`src/include/adcfg_pkg.sv`:
```
`default_nettype none
package adcfg_pkg;
	// frame shape
	localparam int FRAME_BITS = 16;
	localparam int WRITE_POS = 15;
	localparam int SEL1_POS = 14;
	localparam int SEL2_POS = 13;
	// address codes {write, select1, select2}
	localparam logic [2:0] CODE_CONTROL = 3'h4;
	localparam logic [2:0] CODE_RANGE = 3'h5;
	localparam logic [2:0] CODE_SEQUENCE = 3'h7;
	// control field positions (frame bits)
	localparam int CTL_MSB = 11;
	localparam int CTL_LSB = 0;
	localparam int RNG_MSB = 12;
	localparam int RNG_LSB = 5;
	localparam int SEQ_MSB = 12;
	localparam int SEQ_LSB = 9;
	localparam int CHAN_MSB = 11;
	localparam int CHAN_LSB = 10;
	localparam int PAIR_MSB = 9;
	localparam int PAIR_LSB = 8;
	localparam int POWER_HI = 7;
	localparam int POWER_LO = 6;
	localparam int CODING_POS = 5;
	localparam int REF_POS = 4;
	localparam int CYCLE_A_POS = 3;
	localparam int CYCLE_B_POS = 2;
	// reset values
	localparam logic [11:0] CONTROL_RESET = 12'h000;
	localparam logic [7:0] RANGE_RESET = 8'h00;
	localparam logic [3:0] SEQUENCE_RESET = 4'h0;
	// input grouping codes
	localparam logic [1:0] PAIR_SINGLE = 2'h0;
	localparam logic [1:0] PAIR_PSEUDO2 = 2'h1;
	localparam logic [1:0] PAIR_DIFF2 = 2'h2;
	localparam logic [1:0] PAIR_PSEUDO3 = 2'h3;
	// power codes
	localparam logic [1:0] POWER_NORMAL = 2'h0;
	localparam logic [1:0] POWER_STANDBY = 2'h1;
	localparam logic [1:0] POWER_AUTOSHUT = 2'h2;
	localparam logic [1:0] POWER_FULLOFF = 2'h3;
	// sequencer codes
	localparam logic [1:0] CYCLE_FLAGGED = 2'h1;
	localparam logic [1:0] CYCLE_CONSEC = 2'h2;
	// input routing: 3'h4 means analog ground
	localparam logic [2:0] ROUTE_GROUND = 3'h4;
	// rising edge on which automatic power modes engage
	localparam logic [4:0] POWER_EDGE = 5'h0f;
endpackage : adcfg_pkg
`default_nettype wire

```
`src/hdl/adcfg_serial_regs.sv`:
```
`timescale 1ns/1ps
`default_nettype none
// Overview of operation
// frame is exactly sixteen serial clocks
// top three bits form address code
// write flag zero ignores frame
// code 100 loads twelve control bits
// code 101 loads eight range bits
// code 111 loads four sequence bits
// registers are write-only, no readback
// control register clears at power-up
// control applies from next conversion; power bits 7:6 reach power_mode at frame end instead
// host writes zero to bits 12, 1
// bits 11:10 select channel or last
// bits 9:8 select input grouping
// single-ended routes input against ground
// three pseudo inputs share input 3
// pair modes route 0/1 or 2/3
// bits 7:6 select power mode
// bit 5 selects result coding
// bit 4 selects reference source
// bits 3:2 select sequencer function
// host programs range, sequence first
// power encoding, auto modes at edge 15
// sequencer encoding off/flagged/consecutive
// range two bits per channel, default 00
// sequence bit includes its channel
// other write codes load nothing
// short frames modify no register
module adcfg_serial_regs (
	input wire logic clk,
	input wire logic rst_n,
	input wire logic serial_clk,
	input wire logic frame_sel_n,
	input wire logic serial_in,
	input wire logic conversion_start,
	output logic [11:0] conversion_control,
	output logic [7:0] range_bits,
	output logic [3:0] sequence_bits,
	output logic [1:0] active_channel,
	output logic [1:0] active_pairing,
	output logic active_straight_binary,
	output logic active_internal_ref,
	output logic [1:0] cycle_mode,
	output logic [1:0] power_mode,
	output logic power_auto_engaged,
	output logic [2:0] route_pos,
	output logic [2:0] route_neg,
	output logic route_forbidden
);
	// ***********************************
	// pin synchronisers and edge finding
	// ***********************************
	logic [1:0] sclk_sync;
	logic [1:0] cs_sync;
	logic [1:0] din_sync;
	logic sclk_prev;
	// two flops per pin
	always_ff @(posedge clk or negedge rst_n) begin
		if (!rst_n) begin
			sclk_sync <= 2'h3;
			cs_sync <= 2'h3;
			din_sync <= 2'h0;
			sclk_prev <= 1'b1;
		end else begin
			sclk_sync <= {sclk_sync[0], serial_clk};
			cs_sync <= {cs_sync[0], frame_sel_n};
			din_sync <= {din_sync[0], serial_in};
			sclk_prev <= sclk_sync[1];
		end
	end
	logic sclk_fall;
	logic sclk_rise;
	logic framing;
	assign sclk_fall = sclk_prev & ~sclk_sync[1];
	assign sclk_rise = ~sclk_prev & sclk_sync[1];
	assign framing = ~cs_sync[1];

	// ***********************************
	// frame shifter
	// ***********************************
	logic [15:0] shift;
	logic [4:0] bit_count;
	logic [4:0] rise_count;
	logic frame_done;
	logic [15:0] next_shift;
	assign next_shift = {shift[14:0], din_sync[1]};
	// count sixteen bits, sample on falling edge
	always_ff @(posedge clk or negedge rst_n) begin
		if (!rst_n) begin
			shift <= 16'h0000;
			bit_count <= 5'h00;
			frame_done <= 1'b0;
		end else begin
			frame_done <= 1'b0;
			if (!framing) begin
				// abort discards partial frame
				bit_count <= 5'h00;
			end else if (sclk_fall && bit_count < 5'(adcfg_pkg::FRAME_BITS)) begin
				shift <= next_shift;
				bit_count <= bit_count + 5'h01;
				frame_done <= (bit_count == 5'(adcfg_pkg::FRAME_BITS - 1));
			end
		end
	end
	// rising edges seen in the current frame
	always_ff @(posedge clk or negedge rst_n) begin
		if (!rst_n) begin
			rise_count <= 5'h00;
		end else if (!framing) begin
			rise_count <= 5'h00;
		end else if (sclk_rise && rise_count != 5'h1f) begin
			rise_count <= rise_count + 5'h01;
		end
	end

	// ***********************************
	// address decode and register load
	// ***********************************
	logic [2:0] code;
	// write flag, select 1, select 2
	assign code = {shift[adcfg_pkg::WRITE_POS], shift[adcfg_pkg::SEL1_POS],
		shift[adcfg_pkg::SEL2_POS]};
	logic ctl_loaded;
	// control load; R8: cleared at power-up
	always_ff @(posedge clk or negedge rst_n) begin
		if (!rst_n) begin
			conversion_control <= adcfg_pkg::CONTROL_RESET;
			ctl_loaded <= 1'b0;
		end else begin
			ctl_loaded <= 1'b0;
			// write flag zero never matches a code
			if (frame_done && code == adcfg_pkg::CODE_CONTROL) begin
				conversion_control <= shift[adcfg_pkg::CTL_MSB:adcfg_pkg::CTL_LSB];
				ctl_loaded <= 1'b1;
			end
		end
	end
	// range load; R23: two bits per channel
	always_ff @(posedge clk or negedge rst_n) begin
		if (!rst_n) begin
			range_bits <= adcfg_pkg::RANGE_RESET;
		end else if (frame_done && code == adcfg_pkg::CODE_RANGE) begin
			range_bits <= shift[adcfg_pkg::RNG_MSB:adcfg_pkg::RNG_LSB];
		end
	end
	// sequence load; R24: one flag per channel
	// other codes fall through unchanged
	always_ff @(posedge clk or negedge rst_n) begin
		if (!rst_n) begin
			sequence_bits <= adcfg_pkg::SEQUENCE_RESET;
		end else if (frame_done && code == adcfg_pkg::CODE_SEQUENCE) begin
			sequence_bits <= shift[adcfg_pkg::SEQ_MSB:adcfg_pkg::SEQ_LSB];
		end
	end
	// no readback path exists; outputs feed the converter only

	// ***********************************
	// settings for the next conversion
	// ***********************************
	// latch control fields at conversion start
	// channel; R12: grouping; R17: coding; R18: reference
	// R22: sequencer function
	always_ff @(posedge clk or negedge rst_n) begin
		if (!rst_n) begin
			active_channel <= 2'h0;
			active_pairing <= 2'h0;
			active_straight_binary <= 1'b0;
			active_internal_ref <= 1'b0;
			cycle_mode <= 2'h0;
		end else if (conversion_start) begin
			active_channel <= conversion_control[adcfg_pkg::CHAN_MSB:adcfg_pkg::CHAN_LSB];
			active_pairing <= conversion_control[adcfg_pkg::PAIR_MSB:adcfg_pkg::PAIR_LSB];
			active_straight_binary <= conversion_control[adcfg_pkg::CODING_POS];
			active_internal_ref <= conversion_control[adcfg_pkg::REF_POS];
			cycle_mode <= {conversion_control[adcfg_pkg::CYCLE_A_POS],
				conversion_control[adcfg_pkg::CYCLE_B_POS]};
		end
	end

	// ***********************************
	// power mode
	// ***********************************
	logic auto_pending;
	logic [1:0] ctl_power;
	assign ctl_power = {conversion_control[adcfg_pkg::POWER_HI],
		conversion_control[adcfg_pkg::POWER_LO]};
	// R21: auto modes engage on edge 15 of a later frame
	always_ff @(posedge clk or negedge rst_n) begin
		if (!rst_n) begin
			power_mode <= adcfg_pkg::POWER_NORMAL;
			power_auto_engaged <= 1'b0;
			auto_pending <= 1'b0;
		end else begin
			if (ctl_loaded) begin
				power_mode <= ctl_power;
				power_auto_engaged <= 1'b0;
				auto_pending <= (ctl_power == adcfg_pkg::POWER_STANDBY) ||
					(ctl_power == adcfg_pkg::POWER_AUTOSHUT);
			end else if (auto_pending && sclk_rise && framing &&
				rise_count == adcfg_pkg::POWER_EDGE - 5'h01) begin
				power_auto_engaged <= 1'b1;
				auto_pending <= 1'b0;
			end
		end
	end

	// ***********************************
	// input routing
	// ***********************************
	logic [2:0] next_pos;
	logic [2:0] next_neg;
	logic next_forbidden;
	always_comb begin
		next_pos = 3'h0;
		next_neg = adcfg_pkg::ROUTE_GROUND;
		next_forbidden = 1'b0;
		case (active_pairing)
			// input n against ground
			adcfg_pkg::PAIR_SINGLE: begin
				next_pos = {1'b0, active_channel};
				next_neg = adcfg_pkg::ROUTE_GROUND;
			end
			// inputs 0..2 against input 3
			adcfg_pkg::PAIR_PSEUDO3: begin
				next_pos = {1'b0, active_channel};
				next_neg = 3'h3;
				next_forbidden = (active_channel == 2'h3);
			end
			// pairs 0/1 and 2/3
			default: begin
				next_pos = {1'b0, active_channel[1], 1'b0};
				next_neg = {1'b0, active_channel[1], 1'b1};
			end
		endcase
	end
	always_ff @(posedge clk or negedge rst_n) begin
		if (!rst_n) begin
			route_pos <= 3'h0;
			route_neg <= adcfg_pkg::ROUTE_GROUND;
			route_forbidden <= 1'b0;
		end else begin
			route_pos <= next_pos;
			route_neg <= next_neg;
			route_forbidden <= next_forbidden;
		end
	end

	// ***********************************
	// checks
	// ***********************************
	// control follows frame within a cycle
	ctl_load_a: assert property (@(posedge clk) disable iff (!rst_n)
		frame_done && code == adcfg_pkg::CODE_CONTROL |=> conversion_control == $past(shift[11:0]))
		else $error("control not loaded");
	// ignored frame keeps all registers
	no_write_a: assert property (@(posedge clk) disable iff (!rst_n)
		frame_done && !shift[15] |=> $stable(conversion_control) && $stable(range_bits)
		&& $stable(sequence_bits)) else $error("write-flag zero changed a register");
	// range load
	range_load_a: assert property (@(posedge clk) disable iff (!rst_n)
		frame_done && code == adcfg_pkg::CODE_RANGE |=> range_bits == $past(shift[12:5]))
		else $error("range not loaded");
	// sequence load
	seq_load_a: assert property (@(posedge clk) disable iff (!rst_n)
		frame_done && code == adcfg_pkg::CODE_SEQUENCE |=> sequence_bits == $past(shift[12:9]))
		else $error("sequence not loaded");
	// control and range change only after a full frame
	full_frame_a: assert property (@(posedge clk) disable iff (!rst_n)
		!$past(frame_done) |-> $stable(conversion_control) && $stable(range_bits))
		else $error("register changed without full frame");
	// unmatched code keeps control
	odd_code_a: assert property (@(posedge clk) disable iff (!rst_n)
		frame_done && (code == 3'h6) |=> $stable(conversion_control) && $stable(sequence_bits))
		else $error("unmatched code loaded");
	// active channel moves only at conversion start
	next_conv_a: assert property (@(posedge clk) disable iff (!rst_n)
		!conversion_start |=> $stable(active_channel) && $stable(cycle_mode))
		else $error("setting changed mid conversion");
	// forbidden flagged one cycle after setting
	forbid_flag_a: assert property (@(posedge clk) disable iff (!rst_n)
		active_pairing == 2'h3 && active_channel == 2'h3 |=> route_forbidden)
		else $error("forbidden selection not flagged");
	// sixteen edges give exactly one done
	bit_count_a: assert property (@(posedge clk) disable iff (!rst_n)
		frame_done |-> bit_count == 5'h10) else $error("frame done off count");
	// power mode follows control bits 7:6
	power_copy_a: assert property (@(posedge clk) disable iff (!rst_n)
		ctl_loaded |=> power_mode == $past(conversion_control[7:6]))
		else $error("power mode not copied");
	// auto modes engage on fifteenth rise
	power_auto_a: assert property (@(posedge clk) disable iff (!rst_n)
		$rose(power_auto_engaged) |-> $past(sclk_rise) && $past(rise_count) == 5'h0e
		&& (power_mode == adcfg_pkg::POWER_STANDBY || power_mode == adcfg_pkg::POWER_AUTOSHUT))
		else $error("auto power engaged off edge");
	// single-ended input against ground
	route_gnd_a: assert property (@(posedge clk) disable iff (!rst_n)
		active_pairing == adcfg_pkg::PAIR_SINGLE |=> route_neg == adcfg_pkg::ROUTE_GROUND
		&& route_pos == {1'b0, $past(active_channel)})
		else $error("single-ended route wrong");
	cov_ctl_c: cover property (@(posedge clk) frame_done && code == adcfg_pkg::CODE_CONTROL);
	cov_rng_c: cover property (@(posedge clk) frame_done && code == adcfg_pkg::CODE_RANGE);
	cov_seq_c: cover property (@(posedge clk) frame_done && code == adcfg_pkg::CODE_SEQUENCE);
	cov_auto_c: cover property (@(posedge clk) $rose(power_auto_engaged));
endmodule : adcfg_serial_regs
`default_nettype wire

```
`config.mk`:
```
export PLATFORM = sky130hd
export DESIGN_NAME = adcfg_serial_regs
export DESIGN_NICKNAME = d
export VERILOG_FILES = /design/src/include/adcfg_pkg.sv /design/src/hdl/adcfg_serial_regs.sv
export SDC_FILE = /design/constraint.sdc
export NUM_CORES = 1
export LEC_CHECK = 0
export BUFFER_PORTS_ARGS = -buffer_cell sky130_fd_sc_hd__buf_2
export CORE_ASPECT_RATIO = 1.25
export CORE_MARGIN = 8
export CORE_UTILIZATION = 25
export DETAILED_ROUTE_END_ITERATION = 10
export PLACE_DENSITY = 0.54
export SLEW_MARGIN = 10
export SYNTH_ARGS = -nofsm -noshare
export SYNTH_HDL_FRONTEND = slang
export SYNTH_SLANG_ARGS = --single-unit
```
`constraint.sdc`:
```
create_clock -name clk -period 2.1 [get_ports clk]
set_input_delay 0.42 -clock clk [delete_from_list [all_inputs] [get_ports clk]]
set_output_delay 0.42 -clock clk [all_outputs]
set_load 0.02 [all_outputs]
```
==> run metrics, run 1 <==
Fmax=569 MHz; CTS buffer count=9; TNS Setup=0 ns; Multi-input gate area=1000 um^2; # rows=45; met1 Usage GRT=9.23%; final net count=between 200 and 300; Via density=3.96; post-route ant nets=0; CTS sink count=77; Ys Warns=0; H-tree depth=3; clock slew at reported path FFs=0.05 ns; FF-to-FF Start=sclk_prev$_DFF_PN1_; clk_skew=between 0.004 and 0.005 ns; max-cap viol count=0; met3 usage=under 10%; FILL cells=1253; Required @ worst endpoint=2.31 ns; vias in the first global route=1863; P per Cell Area=847 nW/um^2; syn nets=212; Clock Tree Buf Depth=2; initial cell density of the core=between 20% and 30%; Leak=1.94 nW; cts repair resizes=0; DR vias=1679; Final period util=83.8%; CTS Hold Bufs=0; CP Capture Type=flop; arrival time of the worst setup path=1.97 ns; GP Congestion=~0.67; # setup viols final=0; cells after synthesis=198; status=completed; post-DP HPWL=4280 um; global-route wire length before repair=9710 um; GRT Max-Usage Layer=met2; worst skew pair latency=0.32 ns; Synth Cell Area=3010 um^2; worst hold path class=input port to async pin; final slew viol count=0; routed length per instance=13.6 um; CP startpoint kind=flop; flop2flop setup slack=0.34 ns; largest net degree at the start of global routing=35; layout cells sized above 1=44.6%; final WL=just under 6000 um; All-Layer GR Usage=7.96%; met2 Use GR=approximately an eighth; Iter 0 DRT Violations=64; Storage cell area=1930 um^2; P&R area growth vs syn=23.5%; CTS root buf=clkbuf_16; Hold Vio Cnt, Final=0; Max IR drop VDD=0.386 mV; ant diodes=0; initial antenna violation count=0; Ports=48; Setup CP Type=flop to flop; Die Span Y=between 100 and 150 um; die area=15800 um^2; DRT Pass-1 Iters=4; total core area=11900 um^2; CTS tree=built; Post-CTS Repair Setup Buffers=0; post-synth cell types=29; Mean Syn Cell Area=15.2 um^2; CP max FO=17; r2r endpoint=shift[14]$_DFFE_PN0P_; grt ovf=0; Remaining DRCs=0; Core Util, Final=31.1%; Yosys reg bits=77; # port buffers=46; Tmin final=about 1.8 ns; Die W=114 um; R2R cell count=4; RSZ-0062 raised after global routing=false; sequential area share after synthesis=64.3%
power by group:
group	internal [W]	switching, W
combinational	0.0000729	0.0000635
sequential	0.00157	0.0000778
clock	0.000829	0.000535
total	0.00247	0.000676
worst max-delay path by stage:
stage | startpoint | endpoint | slack, ns | depth (start not counted)
6_report | sclk_prev$_DFF_PN1_ | shift[14]$_DFFE_PN0P_ | 0.34 | 4
5_1_grt | sclk_prev$_DFF_PN1_ | shift[14]$_DFFE_PN0P_ | 0.24 | 4
4_1_cts | sclk_prev$_DFF_PN1_ | shift[14]$_DFFE_PN0P_ | 0.33 | 4
3_5_place_dp | sclk_prev$_DFF_PN1_ | shift[14]$_DFFE_PN0P_ | 0.34 | 4
3_3_place_gp | sclk_prev$_DFF_PN1_ | shift[4]$_DFFE_PN0P_ | 0.36 | 4
2_1_floorplan | rise_count[0]$_DFFE_PN0P_ | rise_count[3]$_DFFE_PN0P_ | 0.32 | 6
sequential cells by signal, summed over array words and instances (netlist names), 2 cells and up:
signal              cells
din_sync                2
bit_count               5
rise_count              5
route_neg               3
power_mode              2
active_pairing          2
sclk_sync               2
active_channel          2
route_pos               2
conversion_control     12
range_bits              8
shift                  16
sequence_bits           4
cs_sync                 2
cycle_mode              2
per-layer routing:
layer / wire length (um) / part of all wire, %
met5: 0 / 0
met3: 208 / 3.6
met1: 2590 / 45
met2: 2920 / 50
met4: 61 / 1.1
critical path: stages (launching register included):
cell	delay (ns)
dfstp_2	0.57
nor3b_4	0.30
and2b_1	0.16
buf_4	0.24
mux2_2	0.36
stage by stage:
step                      setup WS [ns]  hold WS, ns  instances  instance area (um^2)  total power, W
after floorplan                   0.324        0.124        198                  3010         0.00174
after global placement            0.357        0.336        408                  3450         0.00181
after detailed placement          0.345        0.341        408                  3450         0.00182
after CTS                         0.333       0.0573        424                  3720         0.00321
after global routing              0.244       0.0819        424                  3720         0.00331
final                             0.341       0.0441        424                  3720         0.00315
final cells by class:
| cell class | instances | area share [%] |
|---|---|---|
| sequential | 77 | 52.1 |
| timing repair buffer | 53 | 7.68 |
| inverter | 7 | 0.707 |
| multi-input combinational | 107 | 26.9 |
| tap | 164 | 5.52 |
| clock buffer | 14 | 6.84 |
| clock inverter | 2 | 0.269 |
cells in the mapped netlist:
master / n / share of area, %
dfrtp_1: 71 / 59
nand4b_1: 1 / 0.29
and3_1: 3 / 0.62
mux2_2: 42 / 16
conb_1: 1 / 0.12
clkbuf_1: 2 / 0.25
mux2_1: 9 / 3.4
nand4_1: 4 / 0.83
nor2_1: 9 / 1.1
nand2_1: 3 / 0.37
ha_1: 8 / 3.3
nand2b_1: 1 / 0.21
nor3b_2: 1 / 0.42
o21ai_0: 2 / 0.33
and2_1: 1 / 0.21
a21oi_1: 2 / 0.33
mux2i_1: 3 / 1.0
xor2_1: 1 / 0.29
xnor2_1: 4 / 1.2
and2b_1: 1 / 0.25
buf_8: 1 / 0.50
buf_4: 4 / 1.0
nor3_1: 1 / 0.17
dfstp_2: 6 / 5.2
a22o_1: 1 / 0.29
inv_1: 7 / 0.87
nor3b_4: 1 / 0.62
nor2b_1: 5 / 1.0
nor4bb_1: 3 / 1.0
kinds of logic after synthesis:
kind of cell,after synthesis,share of synthesized area (%)
and+or+nand+nor,34,7.15
DFF,77,64.3
AOI/OAI and AO/OA,5,0.956
buffers and inverters,14,2.62
adders and majority gates,8,3.33
xor gates and xnor gates,5,1.46
muxes,54,20.1
other,1,0.125
placed cells by master (no fill, tap or decap), types with 2 or more instances in the layout:
cell type  count
a21oi_1        2
and3_1         3
buf_2         45
buf_4          8
clkbuf_1       4
clkbuf_16      9
clkinv_2       2
dfrtp_1       71
dfstp_2        6
ha_1           8
inv_1          7
mux2_1         9
mux2_2        42
mux2i_1        3
nand2_1        3
nand4_1        4
nor2_1         9
nor2b_1        5
nor4bb_1       3
o21ai_0        2
xnor2_1        4
Power figures use the tool's default switching activity.
==> run 2, diff against run 1 <==
- ABC_AREA: unset -> 1
- PLACE_DENSITY: 0.54 -> 0.55
- clock period: 2.1 -> 1.5 ns (I/O delays scaled with it)
==> run 2 against run 1 <==
  * Worst setup slack worse by 0.20 ns
  * Die area increased by 1.4%
  * Flip-flop and latch count unchanged
  * Register-to-register slack got worse by 0.20 ns
  * Clock power up 88%
  * First-iteration DRC count is 110% higher
  * Clock-buffer cell count fell by 3
  * Sequential share of layout area decreased by 2.0 points
  * Core utilization up 0.91 points
  * Highest routed layer unchanged
  * Critical endpoint is now rise_count[3]$_DFFE_PN0P_
  * Maximum frequency is 30% higher
  * Total power increased by 58%
==> run metrics, run 2 <==
Final period util=90.4% (was 83.8%); Required @ worst endpoint=1.73 ns (was 2.31 ns); grt ovf=0 (unchanged); top cells by count, synth=75 x nand2_1, 71 x dfrtp_1, 41 x o21ai_0 (was 71 x dfrtp_1, 42 x mux2_2, 9 x mux2_1, 9 x nor2_1, 8 x ha_1); CTS tree=built (unchanged); Seq pwr share=44.2% (was 52.4%); clock slew at reported path FFs=0.06 ns (was 0.05 ns); R2R cell count=8 (was 4); FF-to-FF Start=rise_count[0]$_DFFE_PN0P_ (was sclk_prev$_DFF_PN1_); cells after synthesis=295 (was 198); NetSw=0.00103 W (was 0.000676 W); ant diodes=0 (unchanged); worst hold path class=input port to flop (was input port to async pin); final WL=6150 um (was 5780 um); syn nets=309 (was 212); Fmax=737 MHz (was 569 MHz); Leak=1.90 nW (was 1.94 nW); EDFF count, synth=0 (unchanged); Ports=48 (unchanged); crit-path cells=ha_2, inv_1, nor2_1, ha_2, nor2_4, nand3_1, nand2_1, nor2_1 (was nor3b_4, and2b_1, buf_4, mux2_2); routed length per instance=11.9 um (was 13.6 um); CTS buffer count=9 (unchanged); # port buffers=46 (unchanged); Ys Warns=0 (unchanged); Die W=115 um (was 114 um); P per Cell Area=1280 nW/um^2 (was 847 nW/um^2); layout cells sized above 1=27.2% (was 44.6%); DRT Pass-1 Iters=5 (was 4); Largest regs=shift (16), conversion_control (12), range_bits (8) (unchanged); Hold Vio Cnt, Final=0 (unchanged); largest net degree at the start of global routing=38 (was 35); post-route ant nets=0 (unchanged); Post-synth top flop=dfrtp_1 (unchanged); WHS=0.0618 ns (was 0.0441 ns); Yosys reg bits=77 (unchanged); Internal=0.00393 W (was 0.00247 W); Remaining DRCs=0 (unchanged); Setup CP Type=flop to flop (unchanged); Yosys top cell by area=dfrtp_1 (unchanged); synth top area cells=dfrtp_1 58%, nand2_1 9.2%, o21ai_0 6.7% (was dfrtp_1 59%, mux2_2 16%, dfstp_2 5.2%); fraction of synthesis flops using an asynchronous set or reset pin=100% (unchanged); sequential area share after synthesis=63.3% (was 64.3%); total power draw=0.00496 W (was 0.00315 W); flop2flop setup slack=0.14 ns (was 0.34 ns); top-count cell post-synth=nand2_1 (was dfrtp_1); CP startpoint kind=flop (unchanged); DR vias=2071 (was 1679); top cell type's share of synthesized area=58.1% (was 59.0%); Via density=4.01 (was 3.96); RSZ-0062 raised after global routing=false (unchanged); WHS Path Cells=1; Comb pwr share=4.1% (was 4.3%); delay of the slowest cell on the worst path=0.40 ns (was 0.57 ns); vias in the first global route=2037 (was 1863); Max stage delay cell, worst path=dfrtp_1 (was dfstp_2); total core area=12000 um^2 (was 11900 um^2); CTS sink count=77 (unchanged); max-cap viol count=0 (unchanged); clock power share=51.7% (was 43.3%); final worst setup slack=0.144 ns (was 0.341 ns); max reg flops=16 (unchanged); Largest Register=shift (unchanged); final net count=362 (was 269); Max IR drop VDD=0.555 mV (was 0.386 mV); pre-CTS worst setup slack=-0.0671 ns (was 0.345 ns); end of the critical path=rise_count[3]$_DFFE_PN0P_ (was shift[14]$_DFFE_PN0P_); H-tree depth=3 (unchanged); Iter 0 DRT Violations=137 (was 64); arrival time of the worst setup path=1.58 ns (was 1.97 ns); Clock Tree Buf Depth=2 (unchanged); GP Congestion=0.771 (was 0.671); P&R area growth vs syn=26.3% (was 23.5%); # setup viols final=0 (unchanged); Mean Syn Cell Area=10.4 um^2 (was 15.2 um^2); post-synth cell types=26 (was 29); worst skew pair latency=0.33 ns (was 0.32 ns); r2r endpoint=rise_count[3]$_DFFE_PN0P_ (was shift[14]$_DFFE_PN0P_); Sw Share=20.8% (was 21.5%); initial cell density of the core=25.4% (was 25.2%); CP Capture Type=flop (unchanged); clk_skew=0.00958 ns (was 0.00455 ns); status=completed (unchanged); CTS root buf=clkbuf_16 (unchanged); Post-CTS Repair Setup Buffers=0 (unchanged); global-route wire length before repair=10200 um (was 9710 um); initial antenna violation count=0 (unchanged); # rows=45 (unchanged); Synth Cell Area=3060 um^2 (was 3010 um^2); final slew viol count=0 (unchanged); most frequent cells in the layout=75 x nand2_1, 71 x dfrtp_1, 45 x buf_2, 40 x o21ai_0, 31 x inv_1 (was 71 x dfrtp_1, 45 x buf_2, 42 x mux2_2); die area=16000 um^2 (was 15800 um^2); All-Layer GR Usage=8.11% (was 7.96%); Tmin final=1.36 ns (was 1.76 ns); Die Span Y=140 um (was 139 um); CP max FO=6 (was 17); CP startpoint=rise_count[0]$_DFFE_PN0P_ (was sclk_prev$_DFF_PN1_); post-DP HPWL=4380 um (was 4280 um); commonest non-fill, non-tap cell in the layout=nand2_1 (was dfrtp_1)
[run 2: cell types whose count changed after synthesis, sizes merged, moves of 4 or more]
cell	previous run	this run
nand3	0	11
o21ai	2	49
nor2	9	18
nand2	3	76
mux2	51	4
nor2b	5	0
inv	7	33
xnor2	4	0
[run 2: cell families after synthesis]
family | Yosys count | synth area share (%)
simple gates | 109 | 15.4
flops | 77 | 63.3
compound gates | 53 | 9.66
buf+inv | 42 | 6.51
fa+ha+maj | 8 | 3.27
mux | 4 | 1.47
other cells | 1 | 0.123
xor+xnor | 1 | 0.286
[run 2: final cells by class]
type | count | area, um^2
inverters | 33 | 124
clock buffers | 11 | 253
clock inverters | 5 | 106
flip-flops and latches | 77 | 1930
well taps | 164 | 205
multi-input cells | 176 | 941
repair buffers | 51 | 298
fillers | 1263 | 8190
[run 2: critical path, delay by kind of cell (launching register included)]
family / cells / cell delay [ns]
fa+ha+maj: 2 / 0.40
buf+inv: 1 / 0.05
flops: 1 / 0.40
simple gates: 5 / 0.39
[run 2: how the worst min path moves through the flow]
stage	slack, ns	endpoint	startpoint
floorplan	0.004	active_channel[0]$_DFFE_PN0P_	rst_n
global placement	0.19	active_internal_ref$_DFFE_PN0P_	rst_n
detailed placement	0.19	active_internal_ref$_DFFE_PN0P_	rst_n
CTS	0.05	sclk_sync[0]$_DFF_PN1_	serial_clk
global route	0.05	sclk_sync[0]$_DFF_PN1_	serial_clk
finish	0.06	sclk_sync[0]$_DFF_PN1_	serial_clk
[run 2: metrics by stage]
step	std cells	cell area, um^2	utilization, %	setup TNS, ns
2_1_floorplan	295	3060	-	0
3_3_place_gp	500	3480	28.8	0
3_5_place_dp	500	3480	28.8	-0.199
4_1_cts	517	3850	32.0	0
5_1_grt	517	3860	32.0	0
6_report	517	3860	32.0	0
[run 2: per-layer routing]
metal,track usage (%),wire [um],part of all wire (%),vias up
met5,0,0,0,-
met4,4.37,121,2.0,0
met3,2.73,355,5.8,9
met2,11.4,2650,43,46
met1,10.7,3020,49,977
li1,-,-,-,1039
[run 2: power by group through the flow]
stage          Clock, W  Sequential, W  Combinational, W
2_1_floorplan         0        0.00222          0.000111
3_3_place_gp          0        0.00223          0.000200
3_5_place_dp          0        0.00223          0.000202
4_1_cts         0.00261        0.00219          0.000208
5_1_grt         0.00270        0.00220          0.000238
6_report        0.00256        0.00219          0.000203
[run 2: timing repair]
item	4_1_cts	5_1_grt
pin swaps	0	1
endpoints found under the setup margin	5	5
endpoints found under the hold margin	14	0
hold buffers	1	0
gates resized for setup	3	3
